`src/rtl/limit_timer_pkg.sv`:
```
// Shared constants and types of the limit timer mode control
package limit_timer_pkg;

  // ----------------------------------------------------------------
  // Widths and reset values
  // ----------------------------------------------------------------
  localparam int          COUNT_W     = 8;
  localparam int          MODE_W      = 5;
  localparam int          FAM_HI      = 4;
  localparam int          FAM_LO      = 3;
  localparam int          SUB_HI      = 2;
  localparam int          SUB_LO      = 0;
  localparam logic        ON_RESET    = 1'h0;
  localparam logic        LEVEL_RESET = 1'h0;

  // ----------------------------------------------------------------
  // Mode families
  // ----------------------------------------------------------------
  localparam logic [1:0]  FAM_FREE    = 2'h0;
  localparam logic [1:0]  FAM_ONESHOT = 2'h1;
  localparam logic [1:0]  FAM_MONO    = 2'h2;

  // ----------------------------------------------------------------
  // Sub-mode codes
  // ----------------------------------------------------------------
  localparam logic [2:0]  SUB_0       = 3'h0;
  localparam logic [2:0]  SUB_1       = 3'h1;
  localparam logic [2:0]  SUB_2       = 3'h2;
  localparam logic [2:0]  SUB_3       = 3'h3;
  localparam logic [2:0]  SUB_4       = 3'h4;
  localparam logic [2:0]  SUB_5       = 3'h5;
  localparam logic [2:0]  SUB_6       = 3'h6;
  localparam logic [2:0]  SUB_7       = 3'h7;

  // ----------------------------------------------------------------
  // Trigger source limits, in timer clocks
  // ----------------------------------------------------------------
  localparam int          MIN_EDGE_GAP_CLKS  = 6;
  localparam int          MIN_LEVEL_CLKS     = 3;

  typedef enum logic [1:0] {ST_IDLE, ST_RUN, ST_SPENT} run_state_t;

endpackage

```
`src/rtl/ers_if.sv`:
```
// Conditioned external trigger signal between synchroniser and control
`timescale 1ns/10ps
`default_nettype none
interface ers_if;
  logic level;
  logic rise;
  logic fall;

  modport src (output level, output rise, output fall);
  modport dst (input level, input rise, input fall);
endinterface
`default_nettype wire

```
`src/rtl/ers_sync.sv`:
```
// Synchroniser, debug freeze and edge detector for the external trigger
`timescale 1ns/10ps
`default_nettype none
module ers_sync
  import limit_timer_pkg::*;
(
  input  wire logic clk_i,
  input  wire logic reset_i,
  input  wire logic ers_pin_i,
  input  wire logic debug_i,
  ers_if.src        ers
);

  logic meta;
  logic sync;
  logic hold;
  logic prev;
  logic next_meta;
  logic next_sync;
  logic next_hold;
  logic next_prev;

  // ----------------------------------------------------------------
  // Next values
  // ----------------------------------------------------------------
  always_comb begin
    next_meta = ers_pin_i;
    next_sync = meta;
    next_hold = debug_i ? hold : sync;
    next_prev = hold;
  end

  always_ff @(posedge clk_i or posedge reset_i) begin
    if (reset_i) begin
      meta <= LEVEL_RESET;
      sync <= LEVEL_RESET;
      hold <= LEVEL_RESET;
      prev <= LEVEL_RESET;
    end else begin
      meta <= next_meta;
      sync <= next_sync;
      hold <= next_hold;
      prev <= next_prev;
    end
  end

  assign ers.level = hold;
  assign ers.rise  = hold & ~prev;
  assign ers.fall  = ~hold & prev;
endmodule
`default_nettype wire

```
`src/rtl/limit_timer_mode_control.sv`:
```
// Mode control and counter of an 8-bit period timer with hardware limit
`timescale 1ns/10ps
`default_nettype none
module limit_timer_mode_control
  import limit_timer_pkg::*;
#(
  parameter int CNT_W = COUNT_W
) (
  input  wire logic             CLK_I,
  input  wire logic             RESET_I,
  input  wire logic [MODE_W-1:0] MODE_I,
  input  wire logic [CNT_W-1:0] PERIOD_I,
  input  wire logic             ON_WR_I,
  input  wire logic             ON_WDATA_I,
  input  wire logic             ERS_I,
  input  wire logic             DEBUG_I,
  output var  logic [CNT_W-1:0] COUNT_O,
  output var  logic             ON_O,
  output var  logic             MATCH_O,
  output var  logic             RUNNING_O
);

  if (CNT_W < 2) begin : g_bad_width
    $error("CNT_W must be at least 2");
  end

  // ----------------------------------------------------------------
  // Trigger conditioning
  // ----------------------------------------------------------------
  ers_if ers ();

  ers_sync u_sync (
    .clk_i     (CLK_I),
    .reset_i   (RESET_I),
    .ers_pin_i (ERS_I),
    .debug_i   (DEBUG_I),
    .ers       (ers)
  );

  // ----------------------------------------------------------------
  // State
  // ----------------------------------------------------------------
  logic [CNT_W-1:0] count;
  logic             on;
  logic             match_q;
  logic             run_q;
  run_state_t       state;
  logic [CNT_W-1:0] next_count;
  logic             next_on;
  logic             next_run;
  run_state_t       next_state;
  logic [1:0]       fam;
  logic [2:0]       sub;
  logic             run;
  logic             clr;
  logic             trig;
  logic             lvl_act;
  logic             match;

  // ----------------------------------------------------------------
  // Mode decode and next values
  // ----------------------------------------------------------------
  always_comb begin
    fam        = MODE_I[FAM_HI:FAM_LO];
    sub        = MODE_I[SUB_HI:SUB_LO];
    run        = 1'h0;
    clr        = 1'h0;
    next_state = state;
    lvl_act    = (sub == SUB_6) ? ers.level : ~ers.level;
    case (sub)
      SUB_1, SUB_4, SUB_6: trig = ers.rise;
      SUB_2, SUB_5, SUB_7: trig = ers.fall;
      SUB_3:               trig = ers.rise | ers.fall;
      default:             trig = 1'h0;
    endcase
    case (fam)
      FAM_FREE: begin
        case (sub)
          SUB_1: run = on & ers.level;
          SUB_2: run = on & ~ers.level;
          SUB_3, SUB_4, SUB_5: begin
            run = on;
            clr = on & trig;
          end
          SUB_6, SUB_7: begin
            run = on & lvl_act;
            clr = on & ~lvl_act;
          end
          default: run = on;
        endcase
      end
      FAM_ONESHOT: begin
        if (sub == SUB_0) begin
          run = on;
        end else if (state == ST_RUN) begin
          run = on;
          case (sub)
            SUB_4, SUB_5: clr = trig;
            SUB_6:        clr = ~ers.level;
            SUB_7:        clr = ers.level;
            default:      clr = 1'h0;
          endcase
        end else if (on && trig) begin
          next_state = ST_RUN;
        end
      end
      FAM_MONO: begin
        case (sub)
          SUB_1, SUB_2, SUB_3: begin
            if (state == ST_RUN) begin
              run = on;
            end else if (on && trig) begin
              next_state = ST_RUN;
            end
          end
          SUB_6, SUB_7: begin
            clr = on & ~lvl_act;
            run = on & lvl_act & (state == ST_RUN);
            if (!lvl_act) begin
              next_state = ST_IDLE;
            end else if (on && state == ST_IDLE) begin
              next_state = ST_RUN;
            end
          end
          default: run = 1'h0;
        endcase
      end
      default: run = 1'h0;
    endcase

    match = run & ~clr & (count == PERIOD_I);
    // Held in reset does not count as running
    next_run = run & ~clr;

    if (clr || match) begin
      next_count = '0;
    end else if (run) begin
      next_count = count + CNT_W'(1);
    end else begin
      next_count = count;
    end

    next_on = on;
    if (match && fam == FAM_ONESHOT) begin
      next_on    = 1'h0;
      next_state = ST_IDLE;
    end
    if (match && fam == FAM_MONO) begin
      next_state = (sub == SUB_6 || sub == SUB_7) ? ST_SPENT : ST_IDLE;
    end
    if (!on) begin
      next_state = ST_IDLE;
    end
    if (ON_WR_I) begin
      next_on = ON_WDATA_I;
    end
  end

  always_ff @(posedge CLK_I or posedge RESET_I) begin
    if (RESET_I) begin
      count   <= '0;
      on      <= ON_RESET;
      match_q <= 1'h0;
      run_q   <= 1'h0;
      state   <= ST_IDLE;
    end else begin
      count   <= next_count;
      on      <= next_on;
      match_q <= match;
      run_q   <= next_run;
      state   <= next_state;
    end
  end

  assign COUNT_O   = count;
  assign ON_O      = on;
  assign MATCH_O   = match_q;
  assign RUNNING_O = run_q;
endmodule
`default_nettype wire

```
`config.mk`:
```
export PLATFORM = sky130hd
export DESIGN_NAME = limit_timer_mode_control
export DESIGN_NICKNAME = d
export VERILOG_FILES = /design/src/rtl/limit_timer_pkg.sv /design/src/rtl/ers_if.sv /design/src/rtl/ers_sync.sv /design/src/rtl/limit_timer_mode_control.sv
export SDC_FILE = /design/constraint.sdc
export NUM_CORES = 1
export LEC_CHECK = 0
export BUFFER_PORTS_ARGS = -buffer_cell sky130_fd_sc_hd__buf_2
export CORE_UTILIZATION = 50
export CTS_CLUSTER_DIAMETER = 150
export CTS_CLUSTER_SIZE = 24
export DETAILED_ROUTE_END_ITERATION = 6
export MAX_ROUTING_LAYER = met4
export PLACE_DENSITY_LB_ADDON = 0.12
export SYNTH_ARGS = -nofsm -noshare
export SYNTH_HDL_FRONTEND = slang
export SYNTH_SLANG_ARGS = --single-unit
```
`constraint.sdc`:
```
create_clock -name CLK_I -period 5.9 [get_ports CLK_I]
set_clock_uncertainty 0.2 [all_clocks]
set_input_delay 0.885 -clock CLK_I [delete_from_list [all_inputs] [get_ports CLK_I]]
set_output_delay 0.885 -clock CLK_I [all_outputs]
set_load 0.1 [all_outputs]
```
# Word level (Yosys, flattened, before mapping)
# Cells that the tools add are included.
# word_totals
regBits,17
in_bits,19
# classes
addsub,1
eq_ne,15
muxes,28
bitwise_logic,15
n_reduce_logical,18
# ops
op,n
$mux W2,9
$mux W8,2
$pmux W1 S3,5
$eq A3 B3 Y1 const B,4
$reduce_or A3 Y1,4
$and A1 B1 Y1,10
$add A8 B1 Y8 const B,1
$eq A8 B8 Y1,1
$mux W1,8
$pmux W2 S2,2
$ne A7 B7 Y1 const B,1
$eq A3 B2 Y1 const B,2
$ne A6 B3 Y1 const B,1
$ne A5 B1 Y1 const B,1
$ne A5 B3 Y1 const B,1
$eq A2 B1 Y1 const B,2
$logic_and A1 B1 Y1,4
$logic_not A2 Y1,2
$not A1 Y1,4
$pmux W1 S2,2
$reduce_and A4 Y1,1
$reduce_bool A2 Y1,2
$reduce_or A2 Y1,2
$eq A3 B1 Y1 const B,1
4 further kinds,5

# Longest topological paths before layout
# Gate-level depths: netlist of the first run.
# logic_depth
ltp_word,15
depth_mapped,9
ltp_nobuf,9

# By module
# From an unflattened synthesis of the first run, not the netlist that was laid out.
# hier_totals
hier_cells,132
area_unflattened_um2,1227.4
# by_module_without_submodules
module,instances,cells_each,area_per_inst_um2,seq_area_each_um2
limit_timer_mode_control,1,124,1096.1,325.3
ers_sync,1,8,131.4,100.1

# Least setup slack after synthesis of the first run
# OpenSTA, ideal clock, no wires.
# synth_path
kind,flip-flop to flip-flop
start,reg on (netlist: ON_O)
end,reg state[0]
setup_time_ns,0.139
arrival_time_ns,2.641
path_slack_ns,2.920
stages_incl_launch_ff,9
path_buffers,1
period_less_slack_ns,2.980
path_cell_list,dfrtp_1 buf_2 and4b_1 a22oi_2 o32ai_4 a211oi_4 or4_4 a31oi_1 a211oi_1
# synth_between
elab_chain_len,10
word_cells_on_any_way,34
cone_classes,eq/ne (4); mux (16); bitwise (9); reduce/logical (5)
# synth_lines
item,line,text
"start, declared",limit_timer_mode_control.sv:44,logic on;
"start signal, assigned",limit_timer_mode_control.sv:168,on <= next_on;
$and A1 B1 Y1 (on tied branches),-,
"$and A1 B1 Y1, or another cell as far along",limit_timer_mode_control.sv:118,run = on & lvl_act & (state == ST_RUN);
$pmux W1 S2 or $pmux W1 S3 (tied branches),"limit_timer_mode_control.sv:108, limit_timer_mode_control.sv:76",
$pmux W1 S3 or $not A1 Y1 (tied branches),"limit_timer_mode_control.sv:76, limit_timer_mode_control.sv:131",
$and A1 B1 Y1 (*) (2 in series),limit_timer_mode_control.sv:131,match = run & ~clr & (count == PERIOD_I);
net match,limit_timer_mode_control.sv:58,logic match;
branches (longest 4 deep; another with $ne A7 B7 Y1),-,
"end signal, assigned",limit_timer_mode_control.sv:171,state <= next_state;
"end, declared",limit_timer_mode_control.sv:47,run_state_t state;
# Mark *: on every way through the listed nets, which the timed path passes. The select of a mux whose other input is x is not followed.
# A chain may end at the register's enable or synchronous reset.

# Worst setup path in the final report of the first run
# layout_path
start,in MODE_I[1]
end,reg state[0]
# layout_between
elab_chain_len,14
word_cells_on_any_way,51
cone_classes,eq/ne (11); mux (21); bitwise (8); reduce/logical (11)
# layout_lines
item,line,text
"start, declared",limit_timer_mode_control.sv:11,"input wire logic [MODE_W-1:0] MODE_I,"
"$eq A3 B3 Y1, or another cell as far along",-,
$reduce_or A3 Y1,limit_timer_mode_control.sv:70,case (sub)
$pmux W1 S3,limit_timer_mode_control.sv:70,
$pmux W1 S3,limit_timer_mode_control.sv:97,case (sub)
$mux W1,limit_timer_mode_control.sv:95,end else if (state == ST_RUN) begin
$mux W1,limit_timer_mode_control.sv:93,if (sub == SUB_0) begin
$pmux W1 S3,limit_timer_mode_control.sv:76,case (fam)
$not A1 Y1,limit_timer_mode_control.sv:131,
$and A1 B1 Y1 (*) (2 in series),limit_timer_mode_control.sv:131,
net match,limit_timer_mode_control.sv:58,
branches (longest 4 deep; another with $ne A7 B7 Y1),-,
# Marks and branches as above.

==> results of run 1 <==
per-layer routing:
metal	wire length (um)	track usage	vias to the layer above
li1	-	-	547
met2	1330	0.350	20
met1	1250	0.263	534
met4	41	0.0833	0
met3	80	0.0374	6
met5	0	-	-
sequential cells by signal, indices dropped and copies added, names as in the netlist:
register          flops
COUNT_O               8
state                 2
MATCH_O               1
ON_O                  1
RUNNING_O             1
u_sync.ers.level      1
u_sync.meta           1
u_sync.prev           1
u_sync.sync           1
cells by family after synthesis:
logic type                 synth area share
xor gates and xnor gates              0.108
AOI/OAI and AO/OA                     0.195
muxes                                0.0405
buffers and inverters                0.0444
DFF                                   0.328
and+or+nand+nor                       0.255
adders and majority gates            0.0290
cell type report:
type / count / share of cell area
Multi-Input combinational cell: 110 / 0.556
Sequential cell: 17 / 0.291
Timing Repair Buffer: 29 / 0.0992
Tap cell: 30 / 0.0257
Clock buffer: 4 / 0.0180
Inverter: 4 / 0.0103
metrics by stage:
| step | worst slack, ps | cells | total power (uW) | util | area, um^2 |
|---|---|---|---|---|---|
| 3_5_place_dp | 2790 | 190 | 328 | 0.585 | 1440 |
| 2_1_floorplan | 2920 | 136 | 293 | - | 1300 |
| 6_report | 3120 | 194 | 386 | 0.596 | 1460 |
| 4_1_cts | 3110 | 194 | 389 | 0.596 | 1460 |
| 3_3_place_gp | 2850 | 190 | 323 | 0.585 | 1440 |
| 5_1_grt | 2920 | 194 | 406 | 0.596 | 1460 |
worst max path at each step:
| stage | end | slack, ps | cells past startpoint | from |
|---|---|---|---|---|
| final | state[0] | 3120 | 8 | MODE_I[1] |
| after global routing | state[0] | 2920 | 9 | u_sync.ers.level |
| after CTS | state[0] | 3110 | 8 | MODE_I[1] |
| after detailed placement | state[0] | 2790 | 8 | MODE_I[1] |
| after global placement | state[0] | 2850 | 8 | MODE_I[1] |
| after floorplan | state[0] | 2920 | 8 | ON_O |
power by group through the flow:
stage / Sequential, uW / Combinational (uW) / Clock [uW]
global placement: 152 / 170 / 0
CTS: 150 / 175 / 62.9
global route: 153 / 185 / 67.0
floorplan: 232 / 60.7 / 0
detailed placement: 153 / 174 / 0
finish: 150 / 174 / 61.5
Yosys cell counts (all sizes together), types with 3 or more instances:
cell type | number | share of area
nand2 | 15 | 0.043
buf | 5 | 0.033
o21ai | 4 | 0.015
mux2i | 3 | 0.023
xor2 | 14 | 0.095
nor4b | 3 | 0.025
a21o | 3 | 0.017
inv | 4 | 0.012
a211oi | 4 | 0.033
dfrtp | 17 | 0.33
and2 | 4 | 0.019
ha | 3 | 0.029
nor2 | 12 | 0.035
a21oi | 3 | 0.012
nor2b | 3 | 0.014
nand2b | 4 | 0.019
==> flow_metrics.py, run 1 <==
metrics = {
    "timing": {
        "maxSlewViolCount": 0,
        "finalSetupTns_ps": 0,
        "hold_ws_ps": 161,
        "min_period_ps": 2780,
        "hold_violations": 0,
        "fmax_mhz": 359,
        "setup_viol": 0,
        "post-route-period-util": 0.472,
        "rsz0062_at_grt": "false",
        "worstMarginPinSlew_ps": 649,
        "slew-limit-headroom": 0.567,
    },
    "critical_path": {
        "path_buf_inv": 1,
        "max_stage_delay_ps": 450,
        "crit_family": "compound AO/OA/AOI/OAI gates",
        "start_kind": "input port",
        "endpoint_kind": "flop",
        "path_class": "input port to flop",
        "cp_data_required_time_ps": 5870,
        "crit_slowest_cell": "o32ai_4",
        "crit_arrival_ps": 2750,
        "worstPathCellList": "buf_2, and4b_1, a22oi_2, o32ai_4, a211oi_4, or4_4, a31oi_1, a211oi_1",
        "r2r_start": "u_sync.ers.level",
        "reg2reg_depth": 9,
        "crit_fanout": 17,
        "rrSetupSlack_ps": 3170,
        "worstReg2RegEnd": "state[0]",
    },
    "clocking": {
        "numCtsBuffers": 3,
        "cts_root_buf": "clkbuf_4",
        "cts_resized": 0,
        "htreeDepth": 1,
        "cts_hold_buf": 0,
        "insertion_delay_ps": 290,
        "clockBufferDepth": 2,
        "post_cts_buffers": 0,
        "cts_tree": "done",
        "cts_num_sinks": 17,
        "cts.clk_slew.worst_paths_ps": 100,
    },
    "power": {
        "seqPwrFrac": 0.390,
        "switchingPower_uw": 186,
        "clkPwrFrac": 0.160,
        "ir_drop_uv": 438,
        "p_per_area_nw_per_um2": 264,
        "p_int_uw": 200,
        "p_comb_frac": 0.451,
        "leakage_uw": 0.000718,
        "netSwitchingFraction": 0.482,
    },
    "floorplanning": {
        "dieArea_um2": 2800,
        "start_util": 0.528,
        "io_pins": 30,
        "die_h_um": 52.9,
        "fp.dieW_um": 52.9,
        "rows": 18,
        "core_area_um2": 2450,
    },
    "routing": {
        "post_drt_via_cell_ratio": 5.71,
        "drc_errors": 0,
        "vias": 1107,
        "avgRoutedWirePerCell_um": 13.9,
        "wirelength_mm": 2.69,
        "antenna_left": 0,
        "drt-initial-drc-count": 6,
        "drt-pass1-iter-count": 4,
    },
    "final_layout": {
        "seq_area_um2": 425,
        "layout_common_cells": "buf_2, dfrtp_1, nand2_1",
        "n_antenna_cell": 0,
        "drive_above_1_share": 0.256,
        "mostFrequentLayoutCell": "buf_2",
        "nets": 187,
        "fill_cells": 226,
        "multiInputGateArea_um2": 813,
        "syn2layout_area_growth_pct": 12.8,
    },
    "synthesis": {
        "async_flop_share": 1.00,
        "ys_ff_latch": 17,
        "synth_cells": 136,
        "yosysSeqAreaShare": 0.328,
        "synth.avg_cell_area_um2": 9.53,
        "synthFlopType": "dfrtp_1",
        "synth_edf_count": 0,
        "ys_warn_count": 0,
        "synth_cell_types": 48,
        "syn_area_um2": 1300,
        "syn_nets": 158,
    },
    "placed_design": {
        "place_congestion": 0.973,
        "placement.io_buffers": 29,
        "dp_hpwl_mm": 2.10,
    },
    "grt": {
        "grt_pass1_wl_mm": 4.27,
        "grt_overflow": 0,
        "grt_pass1_vias": 977,
        "antenna_found_initial": 0,
        "grt_max_degree": 18,
        "grt_use_total": 0.215,
    },
    "job": {
        "max_cap_violations": 0,
    },
    "worst_hold_path": {
        "holdPathStages": 0,
        "min_to": "u_sync.sync",
        "min_from": "u_sync.meta",
        "hold_path.class": "flop to flop",
    },
    "outcome": {
        "status": "finished clean",
    },
}
Note: power is estimated with default switching activity, not from simulation.
==> run 2: changes to the inputs <==
--- a/config.mk
+++ b/config.mk
@@ -5,8 +5,9 @@
 export SDC_FILE = /design/constraint.sdc
 export NUM_CORES = 1
 export LEC_CHECK = 0
+export ABC_AREA = 1
 export BUFFER_PORTS_ARGS = -buffer_cell sky130_fd_sc_hd__buf_2
-export CORE_UTILIZATION = 50
+export CORE_UTILIZATION = 49
 export CTS_CLUSTER_DIAMETER = 150
 export CTS_CLUSTER_SIZE = 24
 export DETAILED_ROUTE_END_ITERATION = 6
==> constraint.sdc (replaced) <==
create_clock -name CLK_I -period 2.3 [get_ports CLK_I]
set_clock_uncertainty 0.2 [all_clocks]
set_input_delay 0.345 -clock CLK_I [delete_from_list [all_inputs] [get_ports CLK_I]]
set_output_delay 0.345 -clock CLK_I [all_outputs]
set_load 0.1 [all_outputs]
==> run 2 against run 1 <==
Net effect:
- via count increased by 29%
- routed wire length rose by 30%
- critical path type is now flop to flop
- clock power grew to 2.6 times the previous value
- hold slack got worse by 120 ps
- design area is 20% higher
- critical endpoint is now COUNT_O[1]
- largest cell class unchanged
==> flow_metrics.py, run 2 <==
metrics = {
    "worst_hold_path": {
        "hold_path.class": "input port to flop",
        "min_from": "ON_WR_I",
    },
    "placed_design": {
        "place_congestion": 1.02,
        "dp_hpwl_mm": 2.51,
        "dpl.cell_count": 249,
        "placement.io_buffers": 29,
    },
    "synthesis": {
        "synth_top_family_by_area": "simple AND/OR/NAND/NOR gates",
        "yosysMostFrequentCell": "nand2_1",
        "yosysSeqAreaShare": 0.304,
        "synthSimpleGateAreaFrac": 0.406,
        "synth_xor_area_frac": 0.0752,
        "ys_ff_latch": 17,
        "synth_cell_types": 27,
        "yosys.area.top_type": "dfrtp_1",
        "ys_top_cells_by_count": "nand2_1, inv_1, dfrtp_1",
        "ys_warn_count": 0,
        "synth.area.top_cells": "dfrtp_1, nand2_1, inv_1",
        "synth.avg_cell_area_um2": 7.28,
        "syn_nets": 214,
        "synth_compound_area_frac": 0.0895,
        "synthFlopType": "dfrtp_1",
        "synth-adder-area-share": 0.0269,
        "synthMuxAreaShare": 0,
        "synth_cells": 192,
        "synth_edf_count": 0,
        "synth_top_area_share": 0.304,
        "syn_area_um2": 1400,
        "async_flop_share": 1.00,
    },
    "power": {
        "p_comb_frac": 0.547,
        "seqPwrFrac": 0.332,
        "switchingPower_uw": 730,
        "p_per_area_nw_per_um2": 762,
        "clkPwrFrac": 0.121,
        "leakage_uw": 0.000877,
        "netSwitchingFraction": 0.547,
        "ir_drop_uv": 1120,
        "p_int_uw": 606,
    },
    "routing": {
        "post_drt_via_cell_ratio": 5.38,
        "drc_errors": 0,
        "wirelength_mm": 3.50,
        "avgRoutedWirePerCell_um": 13.2,
        "vias": 1427,
        "antenna_left": 0,
        "drt-initial-drc-count": 48,
        "drt-pass1-iter-count": 4,
    },
    "timing": {
        "min_period_ps": 2200,
        "setup_viol": 0,
        "hold_violations": 0,
        "fmax_mhz": 455,
        "rsz0062_at_grt": "true",
        "maxSlewViolCount": 0,
        "worstMarginPinSlew_ps": 643,
        "post-route-period-util": 0.955,
        "slew-limit-headroom": 0.571,
    },
    "clocking": {
        "cts.clk_slew.worst_paths_ps": 100,
        "cts_tree": "done",
        "cts_root_buf": "clkbuf_4",
        "insertion_delay_ps": 290,
        "htreeDepth": 1,
        "numCtsBuffers": 3,
        "clockBufferDepth": 2,
        "cts_num_sinks": 17,
    },
    "final_layout": {
        "n_antenna_cell": 0,
        "mostFrequentLayoutCell": "nand2_1",
        "seq_area_um2": 437,
        "layout.cells.non_filler": 265,
        "fill_cells": 254,
        "layout_common_cells": "nand2_1, buf_2, inv_1",
        "fin_util": 0.641,
        "syn2layout_area_growth_pct": 25.3,
        "largest_reg_flops": 8,
        "nets": 257,
        "drive_above_1_share": 0.389,
        "multiInputGateArea_um2": 895,
    },
    "grt": {
        "antenna_found_initial": 0,
        "grt_pass1_wl_mm": 5.58,
        "grt_use_total": 0.234,
        "grt_overflow": 0,
        "grt_pass1_vias": 1312,
        "grt_max_degree": 18,
    },
    "critical_path": {
        "crit_slowest_cell": "dfrtp_1",
        "path_class": "flop to flop",
        "startpoint": "u_sync.ers.level",
        "crit_arrival_ps": 2200,
        "rrSetupSlack_ps": 100,
        "crit_family": "simple AND/OR/NAND/NOR gates",
        "crit_fanout": 6,
        "path_buf_inv": 2,
        "r2r_start": "u_sync.ers.level",
        "cp_data_required_time_ps": 2300,
        "max_stage_delay_ps": 440,
        "endpoint_kind": "flop",
        "start_kind": "flop",
        "worstPathCellList": "inv_2, ha_4, inv_1, a21oi_1, nand2_1, nand3_2, nand3_1, nand2_1, nand2_2, nand3_2, nor2_4, nor2_4, nand2_2, o21ai_0",
    },
    "floorplanning": {
        "core_area_um2": 2730,
        "io_pins": 30,
        "dieArea_um2": 3070,
        "start_util": 0.511,
        "fp.dieW_um": 55.4,
        "rows": 19,
        "die_h_um": 55.4,
    },
    "outcome": {
        "status": "finished clean",
    },
    "job": {
        "max_cap_violations": 0,
    },
}
[run 2: worst paths after layout]
check,end,cells after the start
min in group asynchronous,COUNT_O[2],3
max,COUNT_O[1],14
max reg2reg,COUNT_O[1],14
min reg2reg,u_sync.sync,0
min,ON_O,2
max in group asynchronous,COUNT_O[1],3
[run 2: area by class of cell]
cell class,instances,area share
well taps,31,0.0221
inverters,26,0.0571
multi-input cells,145,0.511
repair buffers,42,0.146
flip-flops and latches,17,0.249
clock buffers,4,0.0150
[run 2: timing repair]
item | CTS | global route
gates resized for setup | 0 | 17
hold buffers | 2 | 0
buffers inserted | 2 | 8
pin swaps | 1 | 18
setup endpoints to repair | 2 | 10
endpoints found under the hold margin | 18 | 0
[run 2: logic make-up after synthesis]
| group | Yosys count |
|---|---|
| DFF | 17 |
| buffers and inverters | 30 |
| xor gates and xnor gates | 12 |
| and+or+nand+nor | 110 |
| AOI/OAI and AO/OA | 20 |
| adders and majority gates | 3 |
[run 2: metal layers]
metal	wire [um]	GRT usage	up-vias
met3	188	0.0492	4
met4	15	0.0500	0
li1	-	-	705
met1	1530	0.305	673
met2	1770	0.379	45
met5	0	-	-
[run 2: power groups by stage]
stage	Sequential [uW]	Clock, uW	Combinational, uW
floorplan	769	0	237
global placement	448	0	677
detailed placement	450	0	682
CTS	444	162	693
global route	452	179	779
finish	444	162	730
[run 2: through the flow]
step / hold WS [ps] / setup slack (ps) / cell area [um^2] / total power (uW) / TNS (ps)
6_report: 41.8 / 104 / 1750 / 1340 / 0
5_1_grt: 49.9 / -54.2 / 1750 / 1410 / -176
4_1_cts: 42.2 / 21.1 / 1620 / 1300 / 0
3_5_place_dp: 140 / -18.7 / 1560 / 1130 / -18.7
3_3_place_gp: 137 / 9.29 / 1560 / 1120 / 0
2_1_floorplan: 70.4 / 124 / 1410 / 1010 / 0
==> run 3: changes to the inputs <==
--- a/config.mk
+++ b/config.mk
@@ -7,7 +7,7 @@
 export LEC_CHECK = 0
 export ABC_AREA = 1
 export BUFFER_PORTS_ARGS = -buffer_cell sky130_fd_sc_hd__buf_2
-export CORE_UTILIZATION = 49
+export CORE_UTILIZATION = 50
 export CTS_CLUSTER_DIAMETER = 150
 export CTS_CLUSTER_SIZE = 24
 export DETAILED_ROUTE_END_ITERATION = 6
==> constraint.sdc (replaced) <==
create_clock -name CLK_I -period 2.43 [get_ports CLK_I]
set_clock_uncertainty 0.2 [all_clocks]
set_input_delay 0.3645 -clock CLK_I [delete_from_list [all_inputs] [get_ports CLK_I]]
set_output_delay 0.3645 -clock CLK_I [all_outputs]
set_load 0.1 [all_outputs]
==> run 3 against run 2 <==
Net effect:
- total power is 8.9% lower
- via count shrank 6.7%
- non-clock buffer count down 7
- critical path type unchanged
- die area decreased by 1.9%
- sequential power down 6.3%
- largest power group unchanged
- design area fell by 7.0%
- global-route usage decreased by 0.18 points
- final cell count shrank 3.0%
==> flow_metrics.py, run 3 (same netlist as run 2, synthesis figures left out) <==
metrics = {
    "clocking": {
        "cts_root_buf": "clkbuf_4",
        "numCtsBuffers": 3,
        "cts_num_sinks": 17,
        "insertion_delay_ps": 290,
        "clockBufferDepth": 2,
        "htreeDepth": 1,
        "cts.clk_slew.worst_paths_ps": 100,
        "cts_tree": "done",
    },
    "final_layout": {
        "post-route-cell-area_um2": 1630,
        "layout_common_cells": "nand2_1, buf_2, inv_1",
        "fin_util": 0.635,
        "mostFrequentLayoutCell": "nand2_1",
        "layout.cells.non_filler": 257,
        "largest_reg_flops": 8,
        "syn2layout_area_growth_pct": 16.6,
        "drive_above_1_share": 0.300,
        "n_antenna_cell": 0,
        "nets": 250,
    },
    "grt": {
        "grt_max_degree": 18,
        "grt_overflow": 0,
        "grt_use_total": 0.232,
        "grt_pass1_vias": 1120,
        "antenna_found_initial": 0,
        "grt_pass1_wl_mm": 4.73,
    },
    "routing": {
        "drc_errors": 0,
        "drt-initial-drc-count": 34,
        "antenna_left": 0,
        "wirelength_mm": 3.11,
        "post_drt_via_cell_ratio": 5.18,
        "drt-pass1-iter-count": 4,
        "vias": 1331,
        "avgRoutedWirePerCell_um": 12.1,
    },
    "outcome": {
        "status": "finished clean",
    },
    "timing": {
        "worstMarginPinSlew_ps": 634,
        "hold_violations": 0,
        "maxSlewViolCount": 0,
        "finalSetupTns_ps": 0,
        "hold_ws_ps": 61.3,
        "slew-limit-headroom": 0.577,
        "setup_viol": 0,
        "post-route-period-util": 0.933,
        "fmax_mhz": 441,
        "min_period_ps": 2270,
    },
    "placed_design": {
        "placement.io_buffers": 29,
        "dp_hpwl_mm": 2.48,
        "place_congestion": 0.998,
        "dpl_cell_area_um2": 1560,
        "dpl.cell_count": 248,
    },
    "floorplanning": {
        "start_util": 0.544,
        "dieArea_um2": 3010,
        "core_area_um2": 2570,
        "rows": 18,
        "fp.dieW_um": 54.9,
        "io_pins": 30,
        "die_h_um": 54.9,
    },
    "worst_hold_path": {
        "holdPathStages": 2,
        "min_to": "u_sync.ers.level",
        "hold_path.class": "input port to flop",
        "min_from": "DEBUG_I",
    },
    "critical_path": {
        "worstReg2RegEnd": "state[1]",
        "path_class": "flop to flop",
        "r2r_start": "u_sync.ers.level",
        "rrSetupSlack_ps": 160,
        "endpoint_kind": "flop",
        "crit_arrival_ps": 2260,
        "start_kind": "flop",
        "crit_fanout": 6,
        "cp_data_required_time_ps": 2430,
        "reg2reg_depth": 16,
    },
    "power": {
        "ir_drop_uv": 1050,
        "p_per_area_nw_per_um2": 747,
        "leakage_uw": 0.000837,
    },
    "job": {
        "max_cap_violations": 0,
    },
}
[run 3: worst max-delay path by stage]
stage	startpoint	end	slack (ps)	cells past startpoint
floorplan	COUNT_O[1]	state[1]	0.5	10
global placement	u_sync.ers.level	state[1]	130	15
detailed placement	u_sync.ers.level	state[1]	80	15
CTS	u_sync.ers.level	state[1]	60	15
global route	u_sync.ers.level	COUNT_O[6]	-20	13
finish	u_sync.ers.level	state[1]	160	16
[run 3: critical path: stages, from the launching register on]
cell and delay, ps:
dfrtp_1 410, buf_4 150, ha_1 180, inv_1 50, a21oi_1 30, nand2_1 80
nand3_2 110, nand2_1 70, nand2_1 50, nand2_1 180, nand2_4 120, nor2_4 170
nand3_2 100, nand2_1 70, nand2_1 50, nand3_1 90, nand2_1 50
[run 3: through the flow]
step / power [uW] / setup WS, ps
final: 1220 / 163
after global routing: 1290 / -21.0
after CTS: 1210 / 61.7
after detailed placement: 1060 / 82.8
after global placement: 1060 / 133
after floorplan: 948 / 0.508
[run 3: timing repair]
item | in CTS | in global routing
resized for setup | 0 | 2
setup endpoints to repair | 0 | 6
hold endpoints to repair | 18 | 0
hold buffers | 2 | 0
buffers inserted | 0 | 3
[run 3: per-layer routing]
| layer | up-vias | GRT usage | part of all wire |
|---|---|---|---|
| met2 | 39 | 0.361 | 0.46 |
| met4 | 0 | 0.0598 | 0.010 |
| li1 | 688 | - | - |
| met3 | 4 | 0.0500 | 0.049 |
| met1 | 600 | 0.303 | 0.48 |
| met5 | - | - | 0 |
[run 3: report_power, final]
part,leakage (uW),total [uW],internal (uW),switching [uW]
clock network,0.0000150,149,63.9,85.4
logic,0.000609,652,147,505
registers,0.000213,416,336,79.1
[run 3: cell type report]
cell class              instances  area (um^2)
clock buffers                   4         26.3
fillers                       254          938
inverters                      26          100
multi-input cells             145          840
flip-flops and latches         17          430
well taps                      30         37.5
repair buffers                 35          195
